$ cat src/verilog/i2c_host_pkg.sv
package i2c_host_pkg;

    // Register addresses on the plain register port
    localparam logic [2:0] ADDR_CTRL1  = 3'h0;
    localparam logic [2:0] ADDR_CTRL2  = 3'h1;
    localparam logic [2:0] ADDR_STATUS = 3'h2;
    localparam logic [2:0] ADDR_RELOAD = 3'h3;
    localparam logic [2:0] ADDR_BUF    = 3'h4;
    localparam logic [2:0] ADDR_FLAGS  = 3'h5;

    // Control one fields
    localparam int CTRL1_WRITE_COLLISION_FLAG   = 7;
    localparam int CTRL1_ENABLE = 5;

    // Control two fields
    localparam int CTRL2_ACKSTAT = 6;
    localparam int CTRL2_ACK_VALUE_BIT   = 5;
    localparam int CTRL2_ACK_SEQ_ENABLE   = 4;
    localparam int CTRL2_STOP    = 2;
    localparam int CTRL2_RSTART  = 1;
    localparam int CTRL2_START   = 0;

    // Status fields
    localparam int STAT_STOP_SEEN  = 4;
    localparam int STAT_START_SEEN = 3;
    localparam int STAT_BUF_FULL   = 0;

    // Flag register fields, write one to clear
    localparam int FLAG_EVENT = 0;
    localparam int FLAG_COLL  = 1;

    localparam logic [7:0] RELOAD_RESET = 8'h4F;

    // Two counter rollovers per bus clock, bus clock = mclk/(4*(n+1))
    localparam int RELOAD_CLOCKS_PER_COUNT = 2;

    typedef enum logic [4:0] {
        ST_IDLE,
        ST_START_CHK, ST_START_HOLD, ST_START_SCL,
        ST_RS_SDA, ST_RS_SCLHI, ST_RS_HOLD, ST_RS_SCL,
        ST_TX_LOW, ST_TX_HIGH, ST_ACKIN_LOW, ST_ACKIN_HIGH,
        ST_ACK_LOW, ST_ACK_WAIT, ST_ACK_HIGH,
        ST_STOP_SDA, ST_STOP_SCL, ST_STOP_WAIT, ST_STOP_DONE
    } seq_state_t;

endpackage : i2c_host_pkg

$ cat src/verilog/rate_counter.sv
module rate_counter (
    // Clocking
    input  wire logic       mclk,
    input  wire logic       resetn,
    input  wire logic       clk_en,
    // Control
    input  wire logic       load,
    input  wire logic       run,
    input  wire logic [7:0] reload,
    // Status
    output logic            tick
);

    // One count step every second mclk: four mclk per reload+1 per bus clock
    logic [7:0] cnt_ff;
    logic       half_ff;

    assign tick = run && !load && (cnt_ff == 8'h00) && half_ff;

    always_ff @(posedge mclk or negedge resetn) begin
        if (!resetn) begin
            cnt_ff  <= 8'h00;
            half_ff <= 1'b0;
        end else if (clk_en) begin
            if (load || tick || !run) begin
                cnt_ff  <= reload;
                half_ff <= 1'b0;
            end else begin
                half_ff <= !half_ff;
                if (half_ff)
                    cnt_ff <= cnt_ff - 8'h01;
            end
        end
    end

endmodule : rate_counter

$ cat src/verilog/i2c_host_ctrl.sv
// Contract
// - Acknowledge enable pulls SCL low and puts ack value on SDA.
// - Ack: one period, release SCL, wait high, one period, low, idle.
// - Buffer write during ack or stop ignored, sets write collision.
// - Stop: SDA low, count, release SCL, one period later release SDA.
// - SDA high with SCL high sets stop seen and event flag; event flag again a period later.
// - Sleep wake on target address match or byte; target mode absent.
// - Reset disables block and aborts the transfer in progress.
// - Start and stop seen bits clear on reset and when disabled.
// - Releasing SDA for a one, low SDA with SCL high is collision.
// - Arbitration checked in address, data, start, restart, ack.
// - Transmit collision halts, clears buffer full, releases lines.
// - Condition collision aborts, releases lines, clears request bit.
// - After collision keep watching; bus stop sets event flag.
// - After collision a buffer write restarts from the first bit.
// - Either line low when start begins: abort, flag collision.
// - Start: SDA low reloads counter; SCL low with SDA high collides.
// - SDA low early drives SDA low early; then count, SCL low.
// - Restart: release SDA, count, release SCL, sample SDA when high.
// - Restart hold: SDA falling fine, SCL falling early collides.
// - Both high at timeout: SDA low, count, SCL low, done.
// - Ack bit clocked out to target sets event flag.
// - Bus clock is mclk over four times reload plus one.
module i2c_host_ctrl (
    // Clocking
    input  wire logic       mclk,
    input  wire logic       resetn,
    input  wire logic       clk_en,
    // Register port
    input  wire logic [2:0] reg_addr,
    input  wire logic [7:0] reg_wdata,
    input  wire logic       reg_wr,
    input  wire logic       reg_rd,
    output logic      [7:0] reg_rdata,
    // Bus pins, enable high pulls the line low
    input  wire logic       scl_in,
    output logic            scl_out,
    output logic            scl_oe,
    input  wire logic       sda_in,
    output logic            sda_out,
    output logic            sda_oe,
    // Events
    output logic            serial_event_flag,
    output logic            bus_collision_flag
);

    i2c_host_pkg::seq_state_t state_ff;
    logic [7:0] reload_ff;
    logic [7:0] shift_data_buffer;
    logic [7:0] shreg_ff;
    logic [2:0] bit_ff;
    logic       enable_ff;
    logic       write_collision_flag;
    logic       buffer_full_flag;
    logic       ack_value_bit;
    logic       ack_seq_enable;
    logic       stop_request_bit;
    logic       start_request_bit;
    logic       rstart_ff;
    logic       ackstat_ff;
    logic       start_seen_ff;
    logic       stop_seen_ff;
    logic       scl_low_ff;
    logic       sda_low_ff;
    logic       sda_d_ff;
    logic       scl_d_ff;
    logic       cnt_load;
    logic       cnt_run;
    logic       tick;
    logic       coll;
    logic       busy_seq;
    logic       buf_wr;
    logic       bus_stop;
    logic       bus_start;
    logic       ev_set;
    logic       done_ev;

    // Clear pins drive low; lines float high when released
    assign scl_out = 1'b0;
    assign sda_out = 1'b0;
    assign scl_oe  = scl_low_ff;
    assign sda_oe  = sda_low_ff;

    assign busy_seq = (state_ff != i2c_host_pkg::ST_IDLE);
    assign buf_wr   = reg_wr && (reg_addr == i2c_host_pkg::ADDR_BUF);
    assign bus_stop  = scl_in && scl_d_ff && sda_in && !sda_d_ff;
    assign bus_start = scl_in && scl_d_ff && !sda_in && sda_d_ff;

    rate_counter u_rate (
        .mclk   (mclk),
        .resetn (resetn),
        .clk_en (clk_en),
        .load   (cnt_load),
        .run    (cnt_run),
        .reload (reload_ff),
        .tick   (tick)
    );

    // Collision detection per state
    always_comb begin
        coll = 1'b0;
        unique case (state_ff)
            i2c_host_pkg::ST_START_CHK:
                coll = !sda_in || !scl_in;
            i2c_host_pkg::ST_START_HOLD:
                coll = sda_in && !scl_in;
            i2c_host_pkg::ST_RS_SCLHI:
                coll = scl_in && !sda_in;
            i2c_host_pkg::ST_RS_HOLD:
                coll = !scl_in && sda_in;
            i2c_host_pkg::ST_TX_HIGH:
                coll = scl_in && shreg_ff[7] && !sda_in;
            i2c_host_pkg::ST_ACK_HIGH:
                coll = scl_in && ack_value_bit && !sda_in;
            i2c_host_pkg::ST_STOP_DONE:
                coll = tick && !sda_in;
            default:
                coll = 1'b0;
        endcase
    end

    // Counter control: held loaded outside timed phases
    always_comb begin
        cnt_run  = 1'b1;
        cnt_load = 1'b0;
        unique case (state_ff)
            i2c_host_pkg::ST_IDLE, i2c_host_pkg::ST_START_CHK:
                cnt_run = 1'b0;
            i2c_host_pkg::ST_START_HOLD:
                cnt_load = !sda_in;
            i2c_host_pkg::ST_ACK_WAIT, i2c_host_pkg::ST_RS_SCLHI:
                cnt_run = 1'b0;
            i2c_host_pkg::ST_RS_HOLD:
                cnt_load = !sda_in;
            i2c_host_pkg::ST_TX_HIGH, i2c_host_pkg::ST_ACKIN_HIGH,
            i2c_host_pkg::ST_STOP_WAIT:
                cnt_load = !scl_in;
            i2c_host_pkg::ST_STOP_SDA:
                cnt_load = 1'b1;
            default:
                cnt_run = 1'b1;
        endcase
    end

    // Sequencer
    always_ff @(posedge mclk or negedge resetn) begin
        if (!resetn) begin
            state_ff   <= i2c_host_pkg::ST_IDLE;
            scl_low_ff <= 1'b0;
            sda_low_ff <= 1'b0;
            bit_ff     <= 3'h0;
            shreg_ff   <= 8'h00;
            ackstat_ff <= 1'b0;
        end else if (clk_en) begin
            if (!enable_ff || coll) begin
                state_ff   <= i2c_host_pkg::ST_IDLE;
                scl_low_ff <= 1'b0;
                sda_low_ff <= 1'b0;
                bit_ff     <= 3'h0;
            end else begin
                unique case (state_ff)
                    i2c_host_pkg::ST_IDLE: begin
                        bit_ff <= 3'h0;
                        if (start_request_bit) begin
                            state_ff <= i2c_host_pkg::ST_START_CHK;
                        end else if (rstart_ff) begin
                            sda_low_ff <= 1'b0;
                            state_ff   <= i2c_host_pkg::ST_RS_SDA;
                        end else if (stop_request_bit) begin
                            sda_low_ff <= 1'b1;
                            state_ff   <= i2c_host_pkg::ST_STOP_SDA;
                        end else if (ack_seq_enable) begin
                            scl_low_ff <= 1'b1;
                            sda_low_ff <= !ack_value_bit;
                            state_ff   <= i2c_host_pkg::ST_ACK_LOW;
                        end else if (buf_wr && !buffer_full_flag) begin
                            shreg_ff   <= reg_wdata;
                            scl_low_ff <= 1'b1;
                            state_ff   <= i2c_host_pkg::ST_TX_LOW;
                        end
                    end
                    i2c_host_pkg::ST_START_CHK:
                        state_ff <= i2c_host_pkg::ST_START_HOLD;
                    i2c_host_pkg::ST_START_HOLD:
                        if (!sda_in || tick) begin
                            sda_low_ff <= 1'b1;
                            state_ff   <= i2c_host_pkg::ST_START_SCL;
                        end
                    i2c_host_pkg::ST_START_SCL, i2c_host_pkg::ST_RS_SCL:
                        if (tick) begin
                            scl_low_ff <= 1'b1;
                            state_ff   <= i2c_host_pkg::ST_IDLE;
                        end
                    i2c_host_pkg::ST_RS_SDA:
                        if (tick) begin
                            scl_low_ff <= 1'b0;
                            state_ff   <= i2c_host_pkg::ST_RS_SCLHI;
                        end
                    i2c_host_pkg::ST_RS_SCLHI:
                        if (scl_in)
                            state_ff <= i2c_host_pkg::ST_RS_HOLD;
                    i2c_host_pkg::ST_RS_HOLD:
                        if (tick || !sda_in) begin
                            sda_low_ff <= 1'b1;
                            state_ff   <= i2c_host_pkg::ST_RS_SCL;
                        end
                    i2c_host_pkg::ST_TX_LOW:
                        if (tick) begin
                            sda_low_ff <= !shreg_ff[7];
                            scl_low_ff <= 1'b0;
                            state_ff   <= i2c_host_pkg::ST_TX_HIGH;
                        end
                    i2c_host_pkg::ST_TX_HIGH:
                        if (tick) begin
                            scl_low_ff <= 1'b1;
                            shreg_ff   <= {shreg_ff[6:0], 1'b0};
                            bit_ff     <= bit_ff + 3'h1;
                            if (bit_ff == 3'h7) begin
                                state_ff <= i2c_host_pkg::ST_ACKIN_LOW;
                            end else begin
                                state_ff <= i2c_host_pkg::ST_TX_LOW;
                            end
                        end
                    i2c_host_pkg::ST_ACKIN_LOW:
                        if (tick) begin
                            sda_low_ff <= 1'b0;
                            scl_low_ff <= 1'b0;
                            state_ff   <= i2c_host_pkg::ST_ACKIN_HIGH;
                        end
                    i2c_host_pkg::ST_ACKIN_HIGH:
                        if (tick) begin
                            ackstat_ff <= sda_in;
                            scl_low_ff <= 1'b1;
                            state_ff   <= i2c_host_pkg::ST_IDLE;
                        end
                    i2c_host_pkg::ST_ACK_LOW:
                        if (tick) begin
                            scl_low_ff <= 1'b0;
                            state_ff   <= i2c_host_pkg::ST_ACK_WAIT;
                        end
                    i2c_host_pkg::ST_ACK_WAIT:
                        if (scl_in)
                            state_ff <= i2c_host_pkg::ST_ACK_HIGH;
                    i2c_host_pkg::ST_ACK_HIGH:
                        if (tick) begin
                            scl_low_ff <= 1'b1;
                            state_ff   <= i2c_host_pkg::ST_IDLE;
                        end
                    i2c_host_pkg::ST_STOP_SDA:
                        if (!sda_in)
                            state_ff <= i2c_host_pkg::ST_STOP_SCL;
                    i2c_host_pkg::ST_STOP_SCL:
                        if (tick) begin
                            scl_low_ff <= 1'b0;
                            state_ff   <= i2c_host_pkg::ST_STOP_WAIT;
                        end
                    i2c_host_pkg::ST_STOP_WAIT:
                        if (tick) begin
                            sda_low_ff <= 1'b0;
                            state_ff   <= i2c_host_pkg::ST_STOP_DONE;
                        end
                    i2c_host_pkg::ST_STOP_DONE:
                        if (tick)
                            state_ff <= i2c_host_pkg::ST_IDLE;
                    default:
                        state_ff <= i2c_host_pkg::ST_IDLE;
                endcase
            end
        end
    end

    assign done_ev = tick && (
        state_ff == i2c_host_pkg::ST_START_SCL ||
        state_ff == i2c_host_pkg::ST_RS_SCL ||
        state_ff == i2c_host_pkg::ST_ACKIN_HIGH ||
        state_ff == i2c_host_pkg::ST_ACK_HIGH ||
        state_ff == i2c_host_pkg::ST_STOP_DONE);
    assign ev_set = done_ev || (bus_stop && enable_ff);

    // Control bits; request and ack enable bits have hardware clear
    always_ff @(posedge mclk or negedge resetn) begin
        if (!resetn) begin
            enable_ff         <= 1'b0;
            reload_ff         <= i2c_host_pkg::RELOAD_RESET;
            ack_value_bit     <= 1'b0;
            ack_seq_enable    <= 1'b0;
            stop_request_bit  <= 1'b0;
            start_request_bit <= 1'b0;
            rstart_ff         <= 1'b0;
        end else if (clk_en) begin
            if (reg_wr && reg_addr == i2c_host_pkg::ADDR_CTRL1)
                enable_ff <= reg_wdata[i2c_host_pkg::CTRL1_ENABLE];
            if (reg_wr && reg_addr == i2c_host_pkg::ADDR_RELOAD)
                reload_ff <= reg_wdata;
            if (reg_wr && reg_addr == i2c_host_pkg::ADDR_CTRL2
                && !busy_seq) begin
                ack_value_bit     <= reg_wdata[i2c_host_pkg::CTRL2_ACK_VALUE_BIT];
                ack_seq_enable    <= reg_wdata[i2c_host_pkg::CTRL2_ACK_SEQ_ENABLE];
                stop_request_bit  <= reg_wdata[i2c_host_pkg::CTRL2_STOP];
                rstart_ff         <= reg_wdata[i2c_host_pkg::CTRL2_RSTART];
                start_request_bit <= reg_wdata[i2c_host_pkg::CTRL2_START];
            end else if (coll || !enable_ff) begin
                ack_seq_enable    <= 1'b0;
                stop_request_bit  <= 1'b0;
                rstart_ff         <= 1'b0;
                start_request_bit <= 1'b0;
            end else begin
                if (done_ev && state_ff == i2c_host_pkg::ST_ACK_HIGH)
                    ack_seq_enable <= 1'b0;
                if (done_ev && state_ff == i2c_host_pkg::ST_STOP_DONE)
                    stop_request_bit <= 1'b0;
                if (done_ev && state_ff == i2c_host_pkg::ST_START_SCL)
                    start_request_bit <= 1'b0;
                if (done_ev && state_ff == i2c_host_pkg::ST_RS_SCL)
                    rstart_ff <= 1'b0;
            end
        end
    end

    // Buffer and sticky flags; hardware set wins over software clear
    always_ff @(posedge mclk or negedge resetn) begin
        if (!resetn) begin
            shift_data_buffer    <= 8'h00;
            buffer_full_flag     <= 1'b0;
            write_collision_flag <= 1'b0;
            serial_event_flag    <= 1'b0;
            bus_collision_flag   <= 1'b0;
        end else if (clk_en) begin
            if (buf_wr && (busy_seq || buffer_full_flag)) begin
                write_collision_flag <= 1'b1;
            end else if (reg_wr && reg_addr == i2c_host_pkg::ADDR_CTRL1
                         && !reg_wdata[i2c_host_pkg::CTRL1_WRITE_COLLISION_FLAG]) begin
                write_collision_flag <= 1'b0;
            end
            if (buf_wr && !busy_seq && !buffer_full_flag && enable_ff) begin
                shift_data_buffer <= reg_wdata;
                buffer_full_flag  <= 1'b1;
            end else if (coll || !enable_ff || (tick && bit_ff == 3'h7
                         && state_ff == i2c_host_pkg::ST_TX_HIGH)) begin
                buffer_full_flag <= 1'b0;
            end
            if (ev_set) begin
                serial_event_flag <= 1'b1;
            end else if (reg_wr && reg_addr == i2c_host_pkg::ADDR_FLAGS
                         && reg_wdata[i2c_host_pkg::FLAG_EVENT]) begin
                serial_event_flag <= 1'b0;
            end
            if (coll) begin
                bus_collision_flag <= 1'b1;
            end else if (reg_wr && reg_addr == i2c_host_pkg::ADDR_FLAGS
                         && reg_wdata[i2c_host_pkg::FLAG_COLL]) begin
                bus_collision_flag <= 1'b0;
            end
        end
    end

    // Bus watcher for start and stop seen
    always_ff @(posedge mclk or negedge resetn) begin
        if (!resetn) begin
            sda_d_ff      <= 1'b1;
            scl_d_ff      <= 1'b1;
            start_seen_ff <= 1'b0;
            stop_seen_ff  <= 1'b0;
        end else if (clk_en) begin
            sda_d_ff <= sda_in;
            scl_d_ff <= scl_in;
            if (!enable_ff) begin
                start_seen_ff <= 1'b0;
                stop_seen_ff  <= 1'b0;
            end else if (bus_stop) begin
                stop_seen_ff  <= 1'b1;
                start_seen_ff <= 1'b0;
            end else if (bus_start) begin
                start_seen_ff <= 1'b1;
                stop_seen_ff  <= 1'b0;
            end
        end
    end

    // Read data one cycle after the strobe
    always_ff @(posedge mclk or negedge resetn) begin
        if (!resetn) begin
            reg_rdata <= 8'h00;
        end else if (clk_en) begin
            reg_rdata <= 8'h00;
            if (reg_rd) begin
                unique case (reg_addr)
                    i2c_host_pkg::ADDR_CTRL1:
                        reg_rdata <= {write_collision_flag, 1'b0,
                                      enable_ff, 5'h00};
                    i2c_host_pkg::ADDR_CTRL2:
                        reg_rdata <= {1'b0, ackstat_ff, ack_value_bit,
                                      ack_seq_enable, 1'b0,
                                      stop_request_bit, rstart_ff,
                                      start_request_bit};
                    i2c_host_pkg::ADDR_STATUS:
                        reg_rdata <= {3'h0, stop_seen_ff, start_seen_ff,
                                      2'h0, buffer_full_flag};
                    i2c_host_pkg::ADDR_RELOAD: reg_rdata <= reload_ff;
                    i2c_host_pkg::ADDR_BUF: reg_rdata <= shift_data_buffer;
                    i2c_host_pkg::ADDR_FLAGS:
                        reg_rdata <= {6'h00, bus_collision_flag,
                                      serial_event_flag};
                    default: reg_rdata <= 8'h00;
                endcase
            end
        end
    end

endmodule : i2c_host_ctrl

$ cat config.mk
export PLATFORM = sky130hd
export DESIGN_NAME = i2c_host_ctrl
export DESIGN_NICKNAME = d
export VERILOG_FILES = /design/src/verilog/i2c_host_pkg.sv /design/src/verilog/rate_counter.sv /design/src/verilog/i2c_host_ctrl.sv
export SDC_FILE = /design/constraint.sdc
export NUM_CORES = 1
export LEC_CHECK = 0
export ABC_AREA = 0
export BUFFER_PORTS_ARGS = -buffer_cell sky130_fd_sc_hd__buf_2
export CORE_MARGIN = 5
export CORE_UTILIZATION = 50
export DETAILED_ROUTE_END_ITERATION = 8
export PLACE_DENSITY = 0.71
export SLEW_MARGIN = 10
export SYNTH_ARGS = -nofsm -noshare
export SYNTH_HDL_FRONTEND = slang
export SYNTH_SLANG_ARGS = --single-unit
$ cat constraint.sdc
create_clock -name mclk -period 3.7 [get_ports mclk]
set_input_delay 0.555 -clock mclk [delete_from_list [all_inputs] [get_ports mclk]]
set_output_delay 0.555 -clock mclk [all_outputs]
set_load 0.01 [all_outputs]
**Word-level counts from Yosys, hierarchy flattened**

Index checks and enable logic that the tools add are counted.

- Bits in registers: 66
- Input port bits: 18
- Output and inout bits: 14
- Word-level logic and storage cells: 268

- $add $sub $neg: 2
- Equal/unequal tests: 54
- Mux-type cells: 82
- Bitwise operators: 1
- Reductions and logical operators: 104

Operator list:

| operator | count |
|---|---|
| two-way mux 5 bit | 19 |
| one-hot mux 5 bit (15 select lines) | 1 |
| two-way mux 8 bit | 9 |
| one-hot mux 8 bit (6 select lines) | 1 |
| inequality test 3 bit, second input constant | 15 |
| two-way mux 1 bit | 43 |
| == test 5 x 4 -> 1 bit, second input constant | 8 |
| logical AND 1 bit | 37 |
| AND reduction 2 bit | 14 |
| == test 5 x 3 -> 1 bit, second input constant | 4 |
| inequality test 3 x 1 -> 1 bit, second input constant | 6 |
| one-hot mux 8 bit (2 select lines) | 1 |
| == test 5 bit, second input constant | 3 |
| AND reduction 15 bit | 1 |
| nonzero test 3 bit | 5 |
| OR reduction 5 bit | 3 |
| logical OR 1 bit | 12 |
| inequality test 2 bit, second input constant | 6 |
| nonzero test 2 bit | 6 |
| logical NOT 1 bit | 11 |
| == test 5 x 2 -> 1 bit, second input constant | 2 |
| nonzero test 5 bit | 2 |
| == test 3 bit, second input constant | 3 |
| AND reduction 9 bit | 1 |
| 26 further kinds | 30 |

**Logic depth before layout (Yosys ltp)**

Gate-level depths: netlist (run 1).

- Depth after elaboration: 13
- Mapped depth: 9
- Mapped depth without buffers: 8

**Modules after synthesis**

From an unflattened synthesis (run 1), not the netlist that was laid out.

- Cell total of the unflattened synthesis: 424
- Area total of the unflattened synthesis: 4030.1 um^2

Modules (own cells, without submodules):

| module | instances | cells each | area each (um^2) | sequential area each (um^2) |
|---|---|---|---|---|
| i2c_host_ctrl | 1 | 359 | 3375.7 | 1435.1 |
| rate_counter | 1 | 65 | 654.4 | 225.2 |

**Least setup slack after synthesis (run 1)**

Ideal clock, no wire load.

- Kind: register to register
- From: register u_rate.cnt_ff[0]
- To: register rstart_ff
- Setup time: 0.120 ns
- Data arrival time: 2.375 ns
- Required time: 3.580 ns
- Setup slack: 1.205 ns
- Cell stages (with the launch flop): 8
- Path buffers: 0
- Clock period less this slack: 2.495 ns
- Cell sequence: dfrtp_1 -> inv_1 -> ha_1 -> nor3b_1 -> nand4_1 -> or4_1 -> or4b_1 -> a31o_2

- Cells in the longest elaborated chain, start to end: 8
- Elaborated cells on any way between the ends: 12
- Those cells by class: mux: 3; reduce/logical: 9

RTL lines:

| item | RTL line | text |
|---|---|---|
| start, declared | rate_counter.sv:15 | `logic [7:0] cnt_ff;` |
| start signal, assigned | rate_counter.sv:26 | `cnt_ff <= reload;` |
| start signal, assigned | rate_counter.sv:31 | `cnt_ff <= cnt_ff - 8'h01;` |
| logical NOT 8 bit * | rate_counter.sv:18 | `assign tick = run && !load && (cnt_ff == 8'h00) && half_ff;` |
| logical AND 1 bit * (2 in series) | rate_counter.sv:18 |  |
| logical AND 1 bit | i2c_host_ctrl.sv:116 | `coll = tick && !sda_in;` |
| one-hot mux 1 bit (6 select lines) | i2c_host_ctrl.sv:102 | `unique case (state_ff)` |
| logical OR 1 bit | i2c_host_ctrl.sv:302 | `end else if (coll \|\| !enable_ff) begin` |
| nonzero test 3 bit (no source line) / two-way mux 1 bit (equally long branches) | - |  |
| AND reduction 2 bit (no source line) / two-way mux 1 bit (equally long branches) | - |  |
| end signal, assigned | i2c_host_ctrl.sv:300 | `rstart_ff <= reg_wdata[i2c_host_pkg::CTRL2_RSTART];` |
| end, declared | i2c_host_ctrl.sv:59 | `logic rstart_ff;` |

Every way passes the cells marked *; elsewhere a longest branch is shown, timed or not.
A chain may end at the register's enable or synchronous reset.

**Worst setup path after layout (run 1)**

- From: register state_ff[3]
- To: register state_ff[0]

- Cells in the longest elaborated chain, start to end: 12
- Elaborated cells on any way between the ends: 50
- Those cells by class: eq/ne: 32; mux: 5; reduce/logical: 13

RTL lines:

| item | RTL line | text |
|---|---|---|
| start, declared | i2c_host_ctrl.sv:47 | `i2c_host_pkg::seq_state_t state_ff;` |
| start signal, assigned | i2c_host_ctrl.sv:148 | `state_ff <= i2c_host_pkg::ST_IDLE;` |
| start signal, assigned | i2c_host_ctrl.sv:156 | `state_ff <= i2c_host_pkg::ST_IDLE;` |
| start signal, assigned | i2c_host_ctrl.sv:165 | `state_ff <= i2c_host_pkg::ST_START_CHK;` |
| == test 5 x 4 -> 1 bit (tied with other cells) | i2c_host_ctrl.sv:126, i2c_host_ctrl.sv:161 |  |
| OR reduction 3 bit / OR reduction 2 bit (equally long branches) | - |  |
| one-hot mux 1 bit (3 select lines) | i2c_host_ctrl.sv:126 | `unique case (state_ff)` |
| logical NOT 1 bit | rate_counter.sv:18 |  |
| logical AND 1 bit (3 in series) | rate_counter.sv:18 |  |
| logical AND 1 bit | i2c_host_ctrl.sv:116 |  |
| one-hot mux 1 bit (6 select lines) | i2c_host_ctrl.sv:102 |  |
| logical OR 1 bit | i2c_host_ctrl.sv:155 | `if (!enable_ff \|\| coll) begin` |
| inequality test 7 bit (no source line) (tied with other cells) | - |  |
| AND reduction 15 bit (no source line) | - |  |

Several ways; a longest one is shown, not always the timed one.

==> impl_metrics.ini, run 1 <==
[sta]
min_period_ns = 3.130
tns_ns = 0
slew_violations = 0
rsz0062_at_grt = false
max_freq_mhz = 319.5
finalHoldViolations = 0
final.setup_skew_ns = 0.01298
fin_crit_sh = 0.8459
setup_viol = 0
worst_pin_slew_ns = 0.9639
post-route-worst-setup-slack_ns = 0.5703
slew_headroom = 0.3574

[synth]
synth_cell_types = 68
syn_area_per_cell_um2 = 9.430
synth-seq-cells = 66
synth_cells = 438
postSynth.asyncResetShare = 1.000
synth_edf_count = 0
yosysSeqAreaShare = 0.4020
ys.flop_type = dfrtp_1
syn_area_um2 = 4130
yosysWarnings = 0

[global_route]
grt_pass1_wl_mm = 18.17
grtUsageTotal = 0.2281
grt_max_degree = 41
antenna_found_initial = 0
gr-total-overflow = 0
grt_pass1_vias = 3408

[placed_design]
place_area_um2 = 4322
io_buffers = 29
dp_slack_ns = 0.6589
hpwl_mm = 7.823
gp_congestion = 0.9497

[status]
status = completed

[drt]
remaining_drc_errors = 0
first_iter_violations = 264
via_per_inst = 6.274
first_pass_iters = 4
drt_wl_total_mm = 10.98
avgRoutedWirePerCell_um = 19.39
vias = 3551
postRouteAntennaNets = 0

[setup_path]
critPathLaunchType = flop
crit_required_ns = 3.93
end_kind = flop
cp.arrival_ns = 3.36
crit_type = reg -> reg
path_max_fanout = 26

[floorplan]
fp.dieH_um = 100.9
fp-row-count = 33
die_w_um = 100.9
io_pins = 32
coreArea_um2 = 8134
die_area_um2 = 10180
initial_utilization = 0.5078

[cts]
hold_buffers = 0
cts_max_path_buffers = 2
cts-root-buf = clkbuf_8
htreeDepth = 3
cts.sinks = 66
clk_pin_slew_worst_paths_ns = 0.09
clk_latency_ns = 0.35
post_cts_resized = 0
post_cts_buffers = 0
cts_tree = built
cts_made_buffers = 9

[cells_and_area]
design_area_um2 = 4547
fillCellCount = 714
final_cell_mix = dfrtp_1 (59), mux2_2 (36), nor2_1 (33)
diodes = 0
layout-drive-gt1-share = 0.2299
nNetsFinal = 477
layout_commonest_cell = dfrtp_1
area_growth_pct = 10.09

[power_and_ir_drop]
ir_worst_vdd_mv = 0.3147
p_leak_uw = 0.002027
powerDensity_nw_per_um2 = 649.2
p_total_uw = 2952

[run]
drv_cap = 0

[worst_hold_path]
hold_class = in -> async
[cell usage after synthesis (5+ instances only)]
master / count / share of area
a21o_1: 5 / 0.0091
a21oi_1: 27 / 0.033
a22o_1: 9 / 0.019
buf_2: 5 / 0.0061
buf_4: 5 / 0.0091
clkbuf_1: 16 / 0.015
dfrtp_1: 59 / 0.36
dfstp_2: 7 / 0.045
inv_1: 15 / 0.014
mux2_2: 36 / 0.098
mux2i_1: 12 / 0.029
nand2_1: 27 / 0.025
nand2b_1: 6 / 0.0091
nand3_1: 15 / 0.018
nand3b_1: 5 / 0.0091
nand4_1: 5 / 0.0076
nor2_1: 33 / 0.030
nor2b_1: 12 / 0.018
nor3_1: 8 / 0.0097
nor4_1: 6 / 0.0091
o21ai_0: 32 / 0.039
o2bb2ai_1: 12 / 0.025
[metrics by stage]
stage / instances / util / hold WS (ns)
after floorplan: 439 / - / 0.2594
after global placement: 550 / 0.5313 / 0.4580
after detailed placement: 550 / 0.5313 / 0.4632
after CTS: 566 / 0.5590 / 0.3744
after global routing: 566 / 0.5590 / 0.4181
final: 566 / 0.5590 / 0.3600
[area by class of cell]
| type | instances | area (um2) | share of cell area |
|---|---|---|---|
| multi-input cells | 329 | 2283 | 0.5022 |
| flip-flops and latches | 66 | 1660 | 0.3652 |
| repair buffers | 35 | 190.2 | 0.04183 |
| well taps | 105 | 131.4 | 0.02889 |
| clock buffers | 9 | 123.9 | 0.02724 |
| clock inverters | 7 | 101.3 | 0.02229 |
| inverters | 15 | 56.30 | 0.01238 |
[flip-flops by register name (all words and copies together), names as in the netlist, 3 cells and up]
| name | flops |
|---|---|
| state_ff | 5 |
| shift_data_buffer | 8 |
| shreg_ff | 8 |
| bit_ff | 3 |
| u_rate.cnt_ff | 8 |
| reload_ff | 8 |
| reg_rdata | 8 |
[routing by layer]
layer	vias up	track usage	part of all wire	routed length (um)
met4	0	0.07461	0.024	260
met2	133	0.3504	0.47	5202
met5	-	0	0	0
met1	1723	0.3190	0.45	4901
li1	1671	-	-	-
met3	24	0.05121	0.056	610
[kinds of logic (layout without fill, tap and decap cells)]
family / count (synthesis) / after routing / synth area share
fa+ha+maj: 3 / 3 / 0.009089
simple gates: 147 / 147 / 0.1948
compound gates: 128 / 128 / 0.2178
other cells: 1 / 2 / 0.0009079
xor+xnor: 1 / 1 / 0.002121
mux: 48 / 48 / 0.1272
flops: 66 / 66 / 0.4020
buf+inv: 44 / 66 / 0.04605
[final timing paths]
kind / from / end / slack (ns) / cells past startpoint
worst max-delay path: state_ff[3] / state_ff[0] / 0.57 / 6
worst min-delay path: resetn / shift_data_buffer[4] / 0.36 / 1
worst max register to register: state_ff[3] / state_ff[0] / 0.57 / 6
worst min register to register: reg_rdata[0] / reg_rdata[0] / 0.48 / 1
max in group asynchronous: resetn / sda_d_ff / 2.51 / 2
min in group mclk: reg_rdata[0] / reg_rdata[0] / 0.48 / 1
[critical path, stage by stage (launching register included)]
cell and delay, ns:
dfrtp_1 0.67, nor2_1 0.59, nand3_1 0.21, o311ai_0 0.68, a21oi_1 0.30, and4_1 0.33
a32o_1 0.23
[power breakdown]
group | total [uW] | internal [uW] | leakage (uW) | switching, uW
Sequential | 1150 | 912 | 0.000861 | 235
Clock | 685 | 385 | 0.000106 | 300
Combinational | 1120 | 476 | 0.00106 | 644
Power figures use the tool's default switching activity.
==> run 2, diff against run 1 <==
ABC_AREA = 1   (was 0)
clock period = 2.93 ns   (was 3.7 ns; I/O delays follow)
==> impl_metrics.ini, run 2 <==
[sta]
tns_ns = 0
whs_ns = 0.2719
max_freq_mhz = 416.6
rsz0062_at_grt = false
min_period_ns = 2.401
final.setup_skew_ns = 0.01036
worst_pin_slew_ns = 1.016
fin_crit_sh = 0.8193
finalHoldViolations = 0
slew_headroom = 0.3227
post-route-worst-setup-slack_ns = 0.5295
slew_violations = 0
setup_viol = 0

[placed_design]
io_buffers = 29
dp_slack_ns = 0.5935
gp_congestion = 1.037
place_area_um2 = 4163
dpl.cell_count = 645
hpwl_mm = 7.709

[setup_path]
worstRegToRegCells = 10
critPathLaunchType = flop
end_kind = flop
reg2reg_slack_ns = 0.53
crit_type = reg -> reg
crit_required_ns = 3.18
cp.arrival_ns = 2.65
path_max_fanout = 9

[cells_and_area]
layout-drive-gt1-share = 0.1789
final_cell_mix = nand2_1 (143), dfrtp_1 (59), o21ai_0 (57)
layout_commonest_cell = nand2_1
area_growth_pct = 10.98
nNetsFinal = 575
final_cells = 661
design_area_um2 = 4374
diodes = 0
fillCellCount = 736
multi_input_area_um2 = 1966
seq_area_um2 = 1660

[cts]
post_cts_resized = 0
cts_tree = built
htreeDepth = 3
clk_latency_ns = 0.35
clk_pin_slew_worst_paths_ns = 0.08
post_cts_buffers = 0
cts.sinks = 66
hold_buffers = 0
cts-root-buf = clkbuf_8
cts_made_buffers = 9
cts_max_path_buffers = 2

[drt]
via_per_inst = 5.587
first_pass_iters = 5
drt_wl_total_mm = 10.22
first_iter_violations = 282
avgRoutedWirePerCell_um = 15.46
remaining_drc_errors = 0
vias = 3693
postRouteAntennaNets = 0

[floorplan]
coreArea_um2 = 7687
die_w_um = 98.79
die_area_um2 = 9758
fp-row-count = 32
fp.dieH_um = 98.79
initial_utilization = 0.5127
io_pins = 32

[global_route]
grt_pass1_vias = 3500
antenna_found_initial = 0
grtUsageTotal = 0.2230
grt_max_degree = 45
grt_pass1_wl_mm = 17.45
gr-total-overflow = 0

[synth]
netlist_top_cells_count = nand2_1 (143), dfrtp_1 (59), o21ai_0 (57), inv_1 (51), nor2_1 (37)
syn_area_um2 = 3941
postSynth.asyncResetShare = 1.000
synth_area_leader_cell = dfrtp_1
synth_top_area_share = 0.3746
yosys.cell_count.top_type = nand2_1
synth_cell_types = 44
syn_area_per_cell_um2 = 7.550
ys.flop_type = dfrtp_1
synth_cells = 522
synth-seq-cells = 66
synth_edf_count = 0
yosysWarnings = 0
yosysSeqAreaShare = 0.4213
synth_area_leaders = dfrtp_1 (37%), nand2_1 (14%), o21ai_0 (7.2%), inv_1 (4.9%), dfstp_2 (4.7%)

[power_and_ir_drop]
p_leak_uw = 0.002169
powerDensity_nw_per_um2 = 826.6
ir_worst_vdd_mv = 0.4685

[run]
drv_cap = 0

[worst_hold_path]
hold_class = in -> async

[status]
status = completed
run 2: report_power, final:
group / internal, uW / switching (uW)
logic: 467 / 957
clock network: 443 / 382
registers: 1150 / 214
run 2: cells by family (layout without fill, tap and decap cells):
logic type / after synthesis / after routing / share of synthesized area
AOI/OAI and AO/OA: 113 / 113 / 0.1683
xor gates and xnor gates: 1 / 1 / 0.002223
and+or+nand+nor: 264 / 264 / 0.3168
DFF: 66 / 66 / 0.4213
other: 1 / 2 / 0.0009515
buffers and inverters: 74 / 110 / 0.08095
adders and majority gates: 3 / 3 / 0.009525
run 2: cell type report:
| class | count | share of cell area |
|---|---|---|
| tap | 102 | 0.02918 |
| timing repair buffer | 33 | 0.04005 |
| clock buffer | 11 | 0.03461 |
| sequential | 66 | 0.3796 |
| multi-input combinational | 383 | 0.4494 |
| inverter | 61 | 0.05349 |
| clock inverter | 5 | 0.01373 |
run 2: critical path: stages (launching register included):
cell and delay (ns):
dfrtp_1 0.61, inv_1 0.22, nand3_1 0.16, nand2_1 0.07, nor2_2 0.17, nand3_2 0.18
inv_1 0.17, a21oi_2 0.10, nor2_4 0.22, nand2_2 0.18, o31ai_2 0.22
run 2: final timing paths:
kind / endpoint / startpoint
min: enable_ff / resetn
min in group mclk: start_request_bit / reg_wdata[0]
max in group asynchronous: shift_data_buffer[4] / resetn
max reg2reg: shreg_ff[0] / state_ff[4]
min reg2reg: sda_oe / sda_oe
max: shreg_ff[0] / state_ff[4]
run 2: stage by stage:
step                      total power [uW]    util
after floorplan                       2425       -
after global placement                2759  0.5415
after detailed placement              2785  0.5415
after CTS                             3612  0.5690
after global routing                  3900  0.5690
final                                 3616  0.5690
run 2: routing by layer:
metal | track usage | vias to the layer above | routed length (um)
met4 | 0.06197 | 0 | 134
li1 | - | 1810 | -
met3 | 0.04742 | 14 | 658
met5 | 0 | - | 0
met2 | 0.3352 | 121 | 4709
met1 | 0.3257 | 1748 | 4720
==> run 3, diff against run 2 <==
PLACE_DENSITY = 0.74   (was 0.71)
clock period = 2 ns   (was 2.93 ns; I/O delays follow)
==> impl_metrics.ini, run 3 (synthesis gave the netlist of run 2 again) <==
[sta]
slew_violations = 0
worst_pin_slew_ns = 0.5382
min_period_ns = 2.005
final.setup_skew_ns = 0.01338
finalHoldViolations = 0
fin_crit_sh = 1.002
max_freq_mhz = 498.8
rsz0062_at_grt = true
slew_headroom = 0.6396
setup_viol = 3
post-route-worst-setup-slack_ns = -0.004992

[setup_path]
reg2reg_slack_ns = -0.005
max_stage_delay_ns = 0.44
cp_cell_sequence = inv_2, nor2_4, nand3_2, nand2_2, nand2_4, nand4_4, nand2_2, nand2_4, nand3_4, buf_6, a31oi_1, nand3_1, nand2_1
reg2reg_from = state_ff[0]
critPathLaunchType = flop
crit_buf_inv = 2
cp.arrival_ns = 2.30
crit_required_ns = 2.29
worst_path_max_delay_cell = dfrtp_2
crit_type = reg -> reg
crit_path_start = state_ff[0]
crit_family = simple AND/OR/NAND/NOR gates
path_max_fanout = 6
end_kind = flop

[cells_and_area]
final_cells = 723
design_area_um2 = 5187
layout-drive-gt1-share = 0.3543
layout_commonest_cell = nand2_1
seq_area_um2 = 1665
fin_util = 0.6748
multi_input_area_um2 = 2245
final_cell_mix = nand2_1 (124), buf_4 (59), dfrtp_1 (55)
diodes = 0
fillCellCount = 652
nNetsFinal = 637
area_growth_pct = 31.62

[cts]
htreeDepth = 3
cts_max_path_buffers = 2
clk_latency_ns = 0.35
cts-root-buf = clkbuf_8
cts_made_buffers = 9
cts_tree = built
cts.sinks = 66
clk_pin_slew_worst_paths_ns = 0.08

[drt]
vias = 4058
avgRoutedWirePerCell_um = 16.32
first_iter_violations = 287
via_per_inst = 5.613
remaining_drc_errors = 0
first_pass_iters = 6
drt_wl_total_mm = 11.80
postRouteAntennaNets = 0

[floorplan]
die_w_um = 98.79
io_pins = 32
fp-row-count = 32
fp.dieH_um = 98.79
coreArea_um2 = 7687
initial_utilization = 0.5127
die_area_um2 = 9758

[global_route]
gr-total-overflow = 0
grt_pass1_wl_mm = 18.37
grtUsageTotal = 0.2350
grt_max_degree = 26
antenna_found_initial = 0
grt_pass1_vias = 3813

[worst_hold_path]
hold_class = in -> reg
hp-start = reg_wdata[0]

[power_and_ir_drop]
ir_worst_vdd_mv = 0.8470
powerDensity_nw_per_um2 = 1230
p_total_uw = 6381
p_leak_uw = 0.002506

[status]
violations = setup timing
status = finished, violations left

[placed_design]
io_buffers = 29
hpwl_mm = 8.540
gp_congestion = 0.9441
place_area_um2 = 4528
dp_slack_ns = -0.01308
dpl.cell_count = 692

[run]
drv_cap = 0
[run 3: path summary, 6_finish.rpt]
kind	cells past startpoint	to
max	13	state_ff[4]
min	3	start_request_bit
max reg2reg	13	state_ff[4]
min reg2reg	2	scl_oe
max in group asynchronous	3	reload_ff[0]
min in group asynchronous	2	shreg_ff[3]
[run 3: timing repair]
item,4_1_cts,5_1_grt
gates resized for setup,9,82
hold endpoints to repair,19,0
setup endpoints to repair,12,35
hold buffers,1,0
gates cloned,0,0
setup buffers,1,13
pin swaps,3,23
[run 3: metal layers]
metal,track usage,routed length (um),vias to the layer above
met3,0.04600,886,17
met1,0.3151,4934,1953
met2,0.3853,5802,164
met4,0.07143,177,0
li1,-,-,1924
met5,0,0,-
[run 3: tightest hold or removal path, stage by stage]
cell	delay, ns
buf_2	0.09
nand2_1	0.05
nand2_1	0.05
[run 3: area by class of cell]
class | instances | share of cell area
multi-input combinational | 383 | 0.4327
sequential | 66 | 0.3210
timing repair buffer | 95 | 0.1307
inverter | 61 | 0.04752
tap | 102 | 0.02460
clock buffer | 9 | 0.02388
clock inverter | 7 | 0.01954
[run 3: stage by stage]
stage               hold WS, ns  TNS [ns]
floorplan              0.004409         0
global placement         0.3126         0
detailed placement       0.3153  -0.04109
CTS                      0.1631         0
global route             0.2000    -2.172
finish                   0.1750  -0.01277
[run 3: power breakdown]
part	switching [uW]	leakage, uW	internal, uW
clock	565	0.000112	714
sequential	328	0.000849	1700
combinational	1830	0.00155	1250
total	2720	0.00251	3660
